--- src/verilog/flash_read_pkg.sv ---
// constants shared by the mapped flash read path
// assumes a 32-bit avalon-mm slave and a one/four lane serial flash
package flash_read_pkg;
   // register word indexes, byte address is index times four
   localparam logic [2:0] REG_RATE = 3'h0;
   localparam logic [2:0] REG_CMD = 3'h1;
   localparam logic [2:0] REG_ENA = 3'h2;
   localparam logic [2:0] REG_OPT = 3'h3;
   localparam logic [2:0] REG_DDR = 3'h4;
   localparam logic [2:0] REG_STAT = 3'h5;
   // rate register fields
   localparam int RATE_VAL_LO = 0;
   localparam int RATE_DIV_LO = 8;
   // enable register fields
   localparam int ENA_ALANE4 = 1;
   localparam int ENA_OLANE4 = 3;
   localparam int ENA_ADE_LO = 4;
   localparam int ENA_OPDE_LO = 8;
   localparam int ENA_DLANE4 = 13;
   localparam int ENA_DME = 14;
   localparam int ENA_DMY_LO = 16;
   // double rate register fields
   localparam int DDR_ADDR = 0;
   localparam int DDR_OPT = 1;
   localparam int DDR_DATA = 2;
   // address enable codes
   localparam logic [3:0] ADE_24 = 4'h7;
   localparam logic [3:0] ADE_32 = 4'hF;
   // writable masks, other bits read zero
   localparam logic [31:0] MASK_RATE = 32'h0000_03FF;
   localparam logic [31:0] MASK_CMD = 32'h0000_00FF;
   localparam logic [31:0] MASK_ENA = 32'h0007_7FFA;
   localparam logic [31:0] MASK_OPT = 32'hFFFF_FFFF;
   localparam logic [31:0] MASK_DDR = 32'h0000_0007;
   // reset values
   localparam logic [31:0] RST_RATE = 32'h0000_0001;
   localparam logic [31:0] RST_CMD = 32'h0000_0003;
   localparam logic [31:0] RST_ENA = 32'h0000_0070;
   localparam logic [31:0] RST_OPT = 32'h0000_0000;
   localparam logic [31:0] RST_DDR = 32'h0000_0000;
   typedef enum logic [2:0] {
      PH_IDLE = 3'b000,
      PH_CMD = 3'b001,
      PH_ADDR = 3'b011,
      PH_OPT = 3'b010,
      PH_DUMMY = 3'b110,
      PH_DATA = 3'b111,
      PH_DONE = 3'b101
   } phase_t;
endpackage : flash_read_pkg

--- src/verilog/spi_flash_mapped_read.sv ---
// mapped read path: avalon-mm reads of the flash window become serial flash reads
// assumes one bus master, a flash that drives read data just after each serial clock edge
`timescale 1ns/1ps

module spi_flash_mapped_read #(
   parameter int ADDR_W = 26
) (
   input wire logic sys_clk,
   input wire logic rst,
   input wire logic ce,
   input wire logic [ADDR_W-1:0] avs_address,
   input wire logic avs_read,
   input wire logic avs_write,
   input wire logic [31:0] avs_writedata,
   input wire logic [3:0] avs_byteenable,
   output logic [31:0] avs_readdata,
   output logic avs_waitrequest,
   output logic flash_serial_clock_out,
   output logic flash_cs_n,
   output logic [3:0] io_out,
   output logic [3:0] io_oe_n,
   input wire logic [3:0] io_in
);

   if (ADDR_W < 6 || ADDR_W > 33) begin : g_chk
      $error("ADDR_W must lie in 6..33");
   end

   function automatic logic [31:0] be_merge(input logic [31:0] old_v, input logic [31:0] new_v,
                                            input logic [3:0] be, input logic [31:0] mask);
      logic [31:0] r;
      r = old_v;
      for (int i = 0; i < 4; i++) begin
         if (be[i]) begin
            r[8*i+:8] = new_v[8*i+:8];
         end
      end
      return r & mask;
   endfunction : be_merge

   function automatic flash_read_pkg::phase_t next_phase(input flash_read_pkg::phase_t s,
                                                         input logic a_en, input logic o_en,
                                                         input logic d_en);
      flash_read_pkg::phase_t after_opt;
      after_opt = d_en ? flash_read_pkg::PH_DUMMY : flash_read_pkg::PH_DATA;
      unique case (s)
         flash_read_pkg::PH_IDLE: next_phase = flash_read_pkg::PH_CMD;
         flash_read_pkg::PH_CMD: next_phase = a_en ? flash_read_pkg::PH_ADDR :
                                              o_en ? flash_read_pkg::PH_OPT : after_opt;
         flash_read_pkg::PH_ADDR: next_phase = o_en ? flash_read_pkg::PH_OPT : after_opt;
         flash_read_pkg::PH_OPT: next_phase = after_opt;
         flash_read_pkg::PH_DUMMY: next_phase = flash_read_pkg::PH_DATA;
         flash_read_pkg::PH_DATA: next_phase = flash_read_pkg::PH_DONE;
         flash_read_pkg::PH_DONE: next_phase = flash_read_pkg::PH_IDLE;
         default: next_phase = flash_read_pkg::PH_IDLE;
      endcase
   endfunction : next_phase

   logic [31:0] cfg_rate_ff;
   logic [31:0] cfg_cmd_ff;
   logic [31:0] cfg_ena_ff;
   logic [31:0] cfg_opt_ff;
   logic [31:0] cfg_ddr_ff;
   logic [31:0] rdata_ff;
   logic ack_ff;
   logic [15:0] xfer_cnt_ff;
   flash_read_pkg::phase_t st_ff;
   flash_read_pkg::phase_t np;
   logic [11:0] div_cnt_ff;
   logic sclk_ff;
   logic cs_n_ff;
   logic rise_seen_ff;
   logic lane4_ff;
   logic ddr_on_ff;
   logic tx_ff;
   logic [5:0] beats_ff;
   logic [31:0] sr_ff;
   logic [31:0] rx_ff;
   logic [3:0] din_s1_ff;
   logic [3:0] din_s2_ff;

   // bus decode
   wire reg_sel = avs_address[ADDR_W-1];
   wire [2:0] reg_idx = avs_address[4:2];
   wire req = avs_read | avs_write;
   wire reg_wr = avs_write & reg_sel & ack_ff;
   wire is_idle = st_ff == flash_read_pkg::PH_IDLE;
   wire is_done = st_ff == flash_read_pkg::PH_DONE;
   // the ack cycle itself blocks a restart, so one read never runs twice
   wire start = avs_read & ~reg_sel & is_idle & ~ack_ff;
   wire nxt_ack = ~ack_ff & req & (reg_sel | avs_write | is_done);
   wire [31:0] stat_word = {16'h0000, xfer_cnt_ff};
   wire [31:0] reg_rd = reg_idx == flash_read_pkg::REG_RATE ? cfg_rate_ff :
                        reg_idx == flash_read_pkg::REG_CMD ? cfg_cmd_ff :
                        reg_idx == flash_read_pkg::REG_ENA ? cfg_ena_ff :
                        reg_idx == flash_read_pkg::REG_OPT ? cfg_opt_ff :
                        reg_idx == flash_read_pkg::REG_DDR ? cfg_ddr_ff :
                        reg_idx == flash_read_pkg::REG_STAT ? stat_word : 32'h0000_0000;
   // first flash byte lands in the lowest lane
   wire [31:0] rx_word = {rx_ff[7:0], rx_ff[15:8], rx_ff[23:16], rx_ff[31:24]};
   wire [31:0] nxt_rdata = is_done ? rx_word :
                           (avs_read & reg_sel & ~ack_ff) ? reg_rd : rdata_ff;

   assign avs_waitrequest = req & ~ack_ff;
   assign avs_readdata = rdata_ff;

   // configuration decode
   wire [3:0] ade = cfg_ena_ff[flash_read_pkg::ENA_ADE_LO+:4];
   wire [3:0] opde = cfg_ena_ff[flash_read_pkg::ENA_OPDE_LO+:4];
   wire [2:0] dmy = cfg_ena_ff[flash_read_pkg::ENA_DMY_LO+:3];
   wire a32 = ade == flash_read_pkg::ADE_32;
   wire a_en = a32 | (ade == flash_read_pkg::ADE_24);
   // option bytes count down from the top byte, other codes send none
   wire [2:0] o_n = opde == 4'h8 ? 3'h1 : opde == 4'hC ? 3'h2 :
                    opde == 4'hE ? 3'h3 : opde == 4'hF ? 3'h4 : 3'h0;
   wire o_en = o_n != 3'h0;
   wire d_en = cfg_ena_ff[flash_read_pkg::ENA_DME] & (dmy != 3'h0);
   wire [31:0] flash_addr = 32'({avs_address[ADDR_W-2:2], 2'b00});

   assign np = next_phase(st_ff, a_en, o_en, d_en);

   wire ld_cmd = np == flash_read_pkg::PH_CMD;
   wire ld_addr = np == flash_read_pkg::PH_ADDR;
   wire ld_opt = np == flash_read_pkg::PH_OPT;
   wire ld_dmy = np == flash_read_pkg::PH_DUMMY;
   wire ld_data = np == flash_read_pkg::PH_DATA;
   wire [31:0] ld_sr = ld_cmd ? {cfg_cmd_ff[7:0], 24'h00_0000} :
                       ld_addr ? (a32 ? flash_addr : {flash_addr[23:0], 8'h00}) :
                       ld_opt ? cfg_opt_ff : 32'h0000_0000;
   wire [5:0] ld_bits = ld_cmd ? 6'h08 :
                        ld_addr ? (a32 ? 6'h20 : 6'h18) :
                        ld_opt ? {o_n, 3'b000} :
                        ld_dmy ? {3'b000, dmy} :
                        ld_data ? 6'h20 : 6'h00;
   wire ld_lane4 = ld_addr ? cfg_ena_ff[flash_read_pkg::ENA_ALANE4] :
                   ld_opt ? cfg_ena_ff[flash_read_pkg::ENA_OLANE4] :
                   ld_data & cfg_ena_ff[flash_read_pkg::ENA_DLANE4];
   wire [5:0] ld_beats = ld_lane4 ? {2'b00, ld_bits[5:2]} : ld_bits;
   wire ld_ddr = ld_addr ? cfg_ddr_ff[flash_read_pkg::DDR_ADDR] :
                 ld_opt ? cfg_ddr_ff[flash_read_pkg::DDR_OPT] :
                 ld_data & cfg_ddr_ff[flash_read_pkg::DDR_DATA];
   wire ld_tx = ld_cmd | ld_addr | ld_opt;

   // serial clock timing
   wire active = ~is_idle & ~is_done;
   wire [11:0] half = (12'(cfg_rate_ff[7:0]) + 12'h001) << cfg_rate_ff[9:8];
   wire tick = active & (div_cnt_ff == half - 12'h001);
   wire rising = ~sclk_ff;
   // single rate beats end on a falling edge that follows a rising one
   wire adv = tick & (ddr_on_ff | (sclk_ff & rise_seen_ff));
   wire last = beats_ff == 6'h01;
   wire load_now = start | (adv & last);
   wire smp = tick & (st_ff == flash_read_pkg::PH_DATA) & (ddr_on_ff | rising);
   wire [31:0] sr_shift = lane4_ff ? {sr_ff[27:0], 4'h0} : {sr_ff[30:0], 1'b0};
   wire [31:0] rx_shift = lane4_ff ? {rx_ff[27:0], din_s2_ff} :
                          {rx_ff[30:0], din_s2_ff[1]};

   assign flash_serial_clock_out = sclk_ff;
   assign flash_cs_n = cs_n_ff;
   assign io_out = ~tx_ff ? 4'h0 : lane4_ff ? sr_ff[31:28] : {3'b000, sr_ff[31]};
   assign io_oe_n = ~tx_ff ? 4'hF : lane4_ff ? 4'h0 : 4'hE;

   always_ff @(posedge sys_clk or posedge rst) begin
      if (rst) begin
         ack_ff <= 1'b0;
         rdata_ff <= 32'h0000_0000;
      end else if (ce) begin
         ack_ff <= nxt_ack;
         rdata_ff <= nxt_rdata;
      end
   end

   // writes land on the edge where waitrequest is seen low
   always_ff @(posedge sys_clk or posedge rst) begin
      if (rst) begin
         cfg_rate_ff <= flash_read_pkg::RST_RATE;
         cfg_cmd_ff <= flash_read_pkg::RST_CMD;
         cfg_ena_ff <= flash_read_pkg::RST_ENA;
         cfg_opt_ff <= flash_read_pkg::RST_OPT;
         cfg_ddr_ff <= flash_read_pkg::RST_DDR;
      end else if (ce && reg_wr) begin
         if (reg_idx == flash_read_pkg::REG_RATE) begin
            cfg_rate_ff <= be_merge(cfg_rate_ff, avs_writedata, avs_byteenable,
                                    flash_read_pkg::MASK_RATE);
         end
         if (reg_idx == flash_read_pkg::REG_CMD) begin
            cfg_cmd_ff <= be_merge(cfg_cmd_ff, avs_writedata, avs_byteenable,
                                   flash_read_pkg::MASK_CMD);
         end
         if (reg_idx == flash_read_pkg::REG_ENA) begin
            cfg_ena_ff <= be_merge(cfg_ena_ff, avs_writedata, avs_byteenable,
                                   flash_read_pkg::MASK_ENA);
         end
         if (reg_idx == flash_read_pkg::REG_OPT) begin
            cfg_opt_ff <= be_merge(cfg_opt_ff, avs_writedata, avs_byteenable,
                                   flash_read_pkg::MASK_OPT);
         end
         if (reg_idx == flash_read_pkg::REG_DDR) begin
            cfg_ddr_ff <= be_merge(cfg_ddr_ff, avs_writedata, avs_byteenable,
                                   flash_read_pkg::MASK_DDR);
         end
      end
   end

   // flash lanes are asynchronous to sys_clk
   always_ff @(posedge sys_clk or posedge rst) begin
      if (rst) begin
         din_s1_ff <= 4'h0;
         din_s2_ff <= 4'h0;
      end else if (ce) begin
         din_s1_ff <= io_in;
         din_s2_ff <= din_s1_ff;
      end
   end

   always_ff @(posedge sys_clk or posedge rst) begin
      if (rst) begin
         st_ff <= flash_read_pkg::PH_IDLE;
         div_cnt_ff <= 12'h000;
         sclk_ff <= 1'b0;
         cs_n_ff <= 1'b1;
         rise_seen_ff <= 1'b0;
         xfer_cnt_ff <= 16'h0000;
      end else if (ce) begin
         if (load_now) begin
            st_ff <= np;
         end else if (is_done) begin
            st_ff <= flash_read_pkg::PH_IDLE;
         end
         if (start) begin
            cs_n_ff <= 1'b0;
         end else if (load_now && np == flash_read_pkg::PH_DONE) begin
            cs_n_ff <= 1'b1;
         end
         if (is_done) begin
            xfer_cnt_ff <= xfer_cnt_ff + 16'h0001;
         end
         div_cnt_ff <= (start | tick | ~active) ? 12'h000 : div_cnt_ff + 12'h001;
         if (~active || (load_now && np == flash_read_pkg::PH_DONE)) begin
            sclk_ff <= 1'b0;
         end else if (tick) begin
            sclk_ff <= ~sclk_ff;
         end
         if (load_now || adv) begin
            rise_seen_ff <= 1'b0;
         end else if (tick && rising) begin
            rise_seen_ff <= 1'b1;
         end
      end
   end

   always_ff @(posedge sys_clk or posedge rst) begin
      if (rst) begin
         sr_ff <= 32'h0000_0000;
         rx_ff <= 32'h0000_0000;
         beats_ff <= 6'h00;
         lane4_ff <= 1'b0;
         ddr_on_ff <= 1'b0;
         tx_ff <= 1'b0;
      end else if (ce) begin
         if (load_now) begin
            sr_ff <= ld_sr;
            beats_ff <= ld_beats;
            lane4_ff <= ld_lane4;
            ddr_on_ff <= ld_ddr;
            tx_ff <= ld_tx;
         end else if (adv) begin
            sr_ff <= sr_shift;
            beats_ff <= beats_ff - 6'h01;
         end
         if (smp) begin
            rx_ff <= rx_shift;
         end
      end
   end

endmodule : spi_flash_mapped_read

--- config.mk ---
export PLATFORM = sky130hd
export DESIGN_NAME = spi_flash_mapped_read
export DESIGN_NICKNAME = d
export VERILOG_FILES = /design/src/verilog/flash_read_pkg.sv /design/src/verilog/spi_flash_mapped_read.sv
export SDC_FILE = /design/constraint.sdc
export NUM_CORES = 1
export LEC_CHECK = 0
export BUFFER_PORTS_ARGS = -buffer_cell sky130_fd_sc_hd__buf_2
export CAP_MARGIN = 10
export CORE_UTILIZATION = 61
export CTS_CLUSTER_DIAMETER = 50
export CTS_CLUSTER_SIZE = 28
export DETAILED_ROUTE_END_ITERATION = 8
export PLACE_DENSITY = 0.87
export SKIP_CTS_REPAIR_TIMING = 1
export SLEW_MARGIN = 20
export SYNTH_ARGS = -nofsm -noshare
export SYNTH_HDL_FRONTEND = slang
export SYNTH_SLANG_ARGS = --single-unit
export TNS_END_PERCENT = 5
--- constraint.sdc ---
create_clock -name sys_clk -period 9.02 [get_ports sys_clk]
set_input_delay 0.451 -clock sys_clk [delete_from_list [all_inputs] [get_ports sys_clk]]
set_output_delay 0.451 -clock sys_clk [all_outputs]
set_load 0.02 [all_outputs]
==> summary.txt <==
number of max-cap violations - 0
cell-by-cell trace of the critical path - ha_1 > mux2i_1 > a32oi_2 > mux2i_1 > xnor2_1 > or4_4 > a2111oi_4 > a32oi_2 > nand3b_1 > or2_2 > a31oi_1
Max Freq - 202 MHz
n_diodes - 0
WHS Path Cells - 2
clock root cell - clkbuf_16
final WL - 34,200 microns
die span in y - 146 microns
failing checks - DRC
hpwl dp - 23,500 microns
clock sinks - 217
Least-Margin Pin Slew - 1.03 ns
hold crit path type - in2reg
Syn Nets - 1,302
Slew Viols, Final - 0
NetSw - 0.000672 W
cell area after layout - 14,300 sq um
Data arrival, critical path - 5.40 ns
Bufs on Longest Clock Path - 3
crit-path leading delay family - simple AND/OR/NAND/NOR gates
Top FF cell, synth - dfrtp_1
H-tree depth - 1
Nets - 1,362
GPL Wtd Cong - 0.956
aggregate negative setup slack - 0 ns
vias - 10,416
Layout area overhead - 12.0%
Syn. warnings - 0
Die ar. - 21,400 sq um
most common cell after layout, fill and taps aside - dfrtp_1
Clock power frac - 44.6%
placed cell areas - 13,300 sq um
initial antenna violation count - 1
Routed Antenna Nets - 0
reg2reg path depth - 11
PwrDens - 172 nW/um^2
Max IR drop VDD - 137 uV
Final setup viols - 0
FFs w/ async S/R, synth - 100%
initial DRC count - 1,185
EDFF count, synth - 0
Seq pwr share - 44.4%
Tcrit/Tclk final - 54.8%
Mean Syn Cell Area - 10.4 sq um
Internal - 0.00178 W
Levels on crit path - 11
post-synth cell types - 89
CP max stage cell - nand3b_1
core box area - 20,400 sq um
Worst Setup Start Kind - register
synthesized area - 12,700 sq um
top fanout value on the critical path - 31
largest net degree at the start of global routing - 144
Hold Vio Cnt, Final - 0
unrepaired setup endpoints after global routing - false
Leak - 6.51 nW
CP Data Required Time - 9.48 ns
drt pass-1 iters - 9
total gr overflow - 0
Remaining DRCs - 5
flops & latches, synth - 217
outcome - complete, but fails checks
clk slew on worst S/H paths - 0.07 ns
Max stage delay on crit path - 0.83 ns
DR WL/cell - 21.7 microns
CP bufs+invs - 0
vias per cell - 6.62
Max-slew headroom - 30.5%
most frequent cells in the layout - dfrtp_1 (209), mux2_2 (147), buf_2 (111), nand2_1 (105), o21ai_0 (74)
All-Layer GR Usage - 32.4%
PortBufs - 111
io pins - 114
std cell rows - 52
skew final - 0.0297 ns
Num CTS Buffers - 26
Initial Util - 62.5%
WS Path Type - reg2reg
vias in the first global route - 9,924
Final min period - 4.94 ns
Crit. End Element - register
layout cell share with drive strength beyond 1 - 29.8%
Synth Instances - 1,225
combinational share of power - 10.9%
CTS tree - built
first-pass GRT wire length - 55,200 microns
post-synthesis sequential area ratio - 42.7%
Sw Ratio - 27.3%
clock insertion delay at the later pin of the skew report - 0.55 ns
Die Wd - 146 microns
[power groups by stage]
stage          logic (W)  clock network (W)  registers [W]
2_1_floorplan   0.000203                  0        0.00108
3_3_place_gp    0.000256                  0        0.00110
3_5_place_dp    0.000264                  0        0.00110
4_1_cts         0.000267            0.00111        0.00109
5_1_grt         0.000295            0.00114        0.00110
6_report        0.000269            0.00110        0.00109
[cell families (layout without fill, tap and decap cells)]
logic type                 Yosys count  in the layout  share of synthesized area (%)
AOI/OAI and AO/OA                  281            281                           16.0
xor gates and xnor gates            36             36                           2.69
adders and majority gates            6              6                          0.590
buffers and inverters              112            191                           3.78
DFF                                217            217                           42.7
muxes                              211            211                           19.8
and+or+nand+nor                    362            362                           14.4
[layout make-up]
cell class	instances	area, sq um
clock buffer	28	678
inverter	21	86.3
multi-input combinational	896	6830
clock inverter	19	238
sequential	217	5440
timing repair buffer	123	646
tap	270	338
fill	1381	6110
[synth_stat cells, types with 21 or more instances]
library cell	n	area [sq um]
a21oi_1	24	120
a222oi_1	21	210
a22oi_1	26	195
a31oi_1	32	200
clkbuf_1	61	229
dfrtp_1	210	5260
inv_1	21	78.8
mux2_2	147	1660
mux2_4	30	450
mux2i_1	28	280
nand2_1	105	394
nand3_1	51	255
nor2_1	71	267
o21ai_0	74	370
xnor2_1	23	201
[metrics by stage]
step / worst slack (ns) / hold slack [ns] / utilization [%] / power, W / std cells
after global routing: 3.77 / 0.125 / 70.0 / 0.00254 / 1574
final: 4.08 / 0.133 / 70.0 / 0.00246 / 1574
after global placement: 4.17 / 0.460 / 65.5 / 0.00136 / 1527
after detailed placement: 4.10 / 0.466 / 65.5 / 0.00137 / 1527
after CTS: 4.11 / 0.124 / 70.0 / 0.00246 / 1574
after floorplan: 2.64 / 0.446 / - / 0.00128 / 1225
[flip-flops by register name, indices dropped and copies added, names as in the netlist, 3 cells and up]
| name | flops |
|---|---|
| div_cnt_ff | 12 |
| cfg_opt_ff | 32 |
| din_s1_ff | 4 |
| sr_ff | 32 |
| cfg_cmd_ff | 8 |
| cfg_rate_ff | 10 |
| rx_ff | 32 |
| beats_ff | 6 |
| xfer_cnt_ff | 16 |
| din_s2_ff | 4 |
| avs_readdata | 32 |
| st_ff | 3 |
| cfg_ddr_ff | 3 |
| cfg_ena_ff | 16 |
[metal layers]
layer / track usage (%) / share of wire (%) / vias to the layer above
met1: 45.5 / 41 / 5115
met4: 13.3 / 4.0 / 0
met3: 4.50 / 8.5 / 98
met2: 50.9 / 46 / 515
met5: 0 / 0 / -
li1: - / - / 4688
[worst paths after layout]
path,start,slack (ns),to
max,cfg_rate_ff[0],4.08,sr_ff[23]
min,avs_writedata[20],0.13,cfg_opt_ff[20]
max reg2reg,cfg_rate_ff[0],4.08,sr_ff[23]
min reg2reg,avs_readdata[13],0.48,avs_readdata[13]
max in group asynchronous,rst,7.35,lane4_ff
min in group asynchronous,rst,0.14,sr_ff[29]
[worst register-to-register path, delay by kind of cell (launching register included)]
family | cells | cell delay [ns]
fa+ha+maj | 1 | 0.58
xor+xnor | 1 | 0.16
mux | 2 | 0.32
flops | 1 | 0.75
compound gates | 4 | 1.08
simple gates | 3 | 2.00
Power figures use the tool's default switching activity.
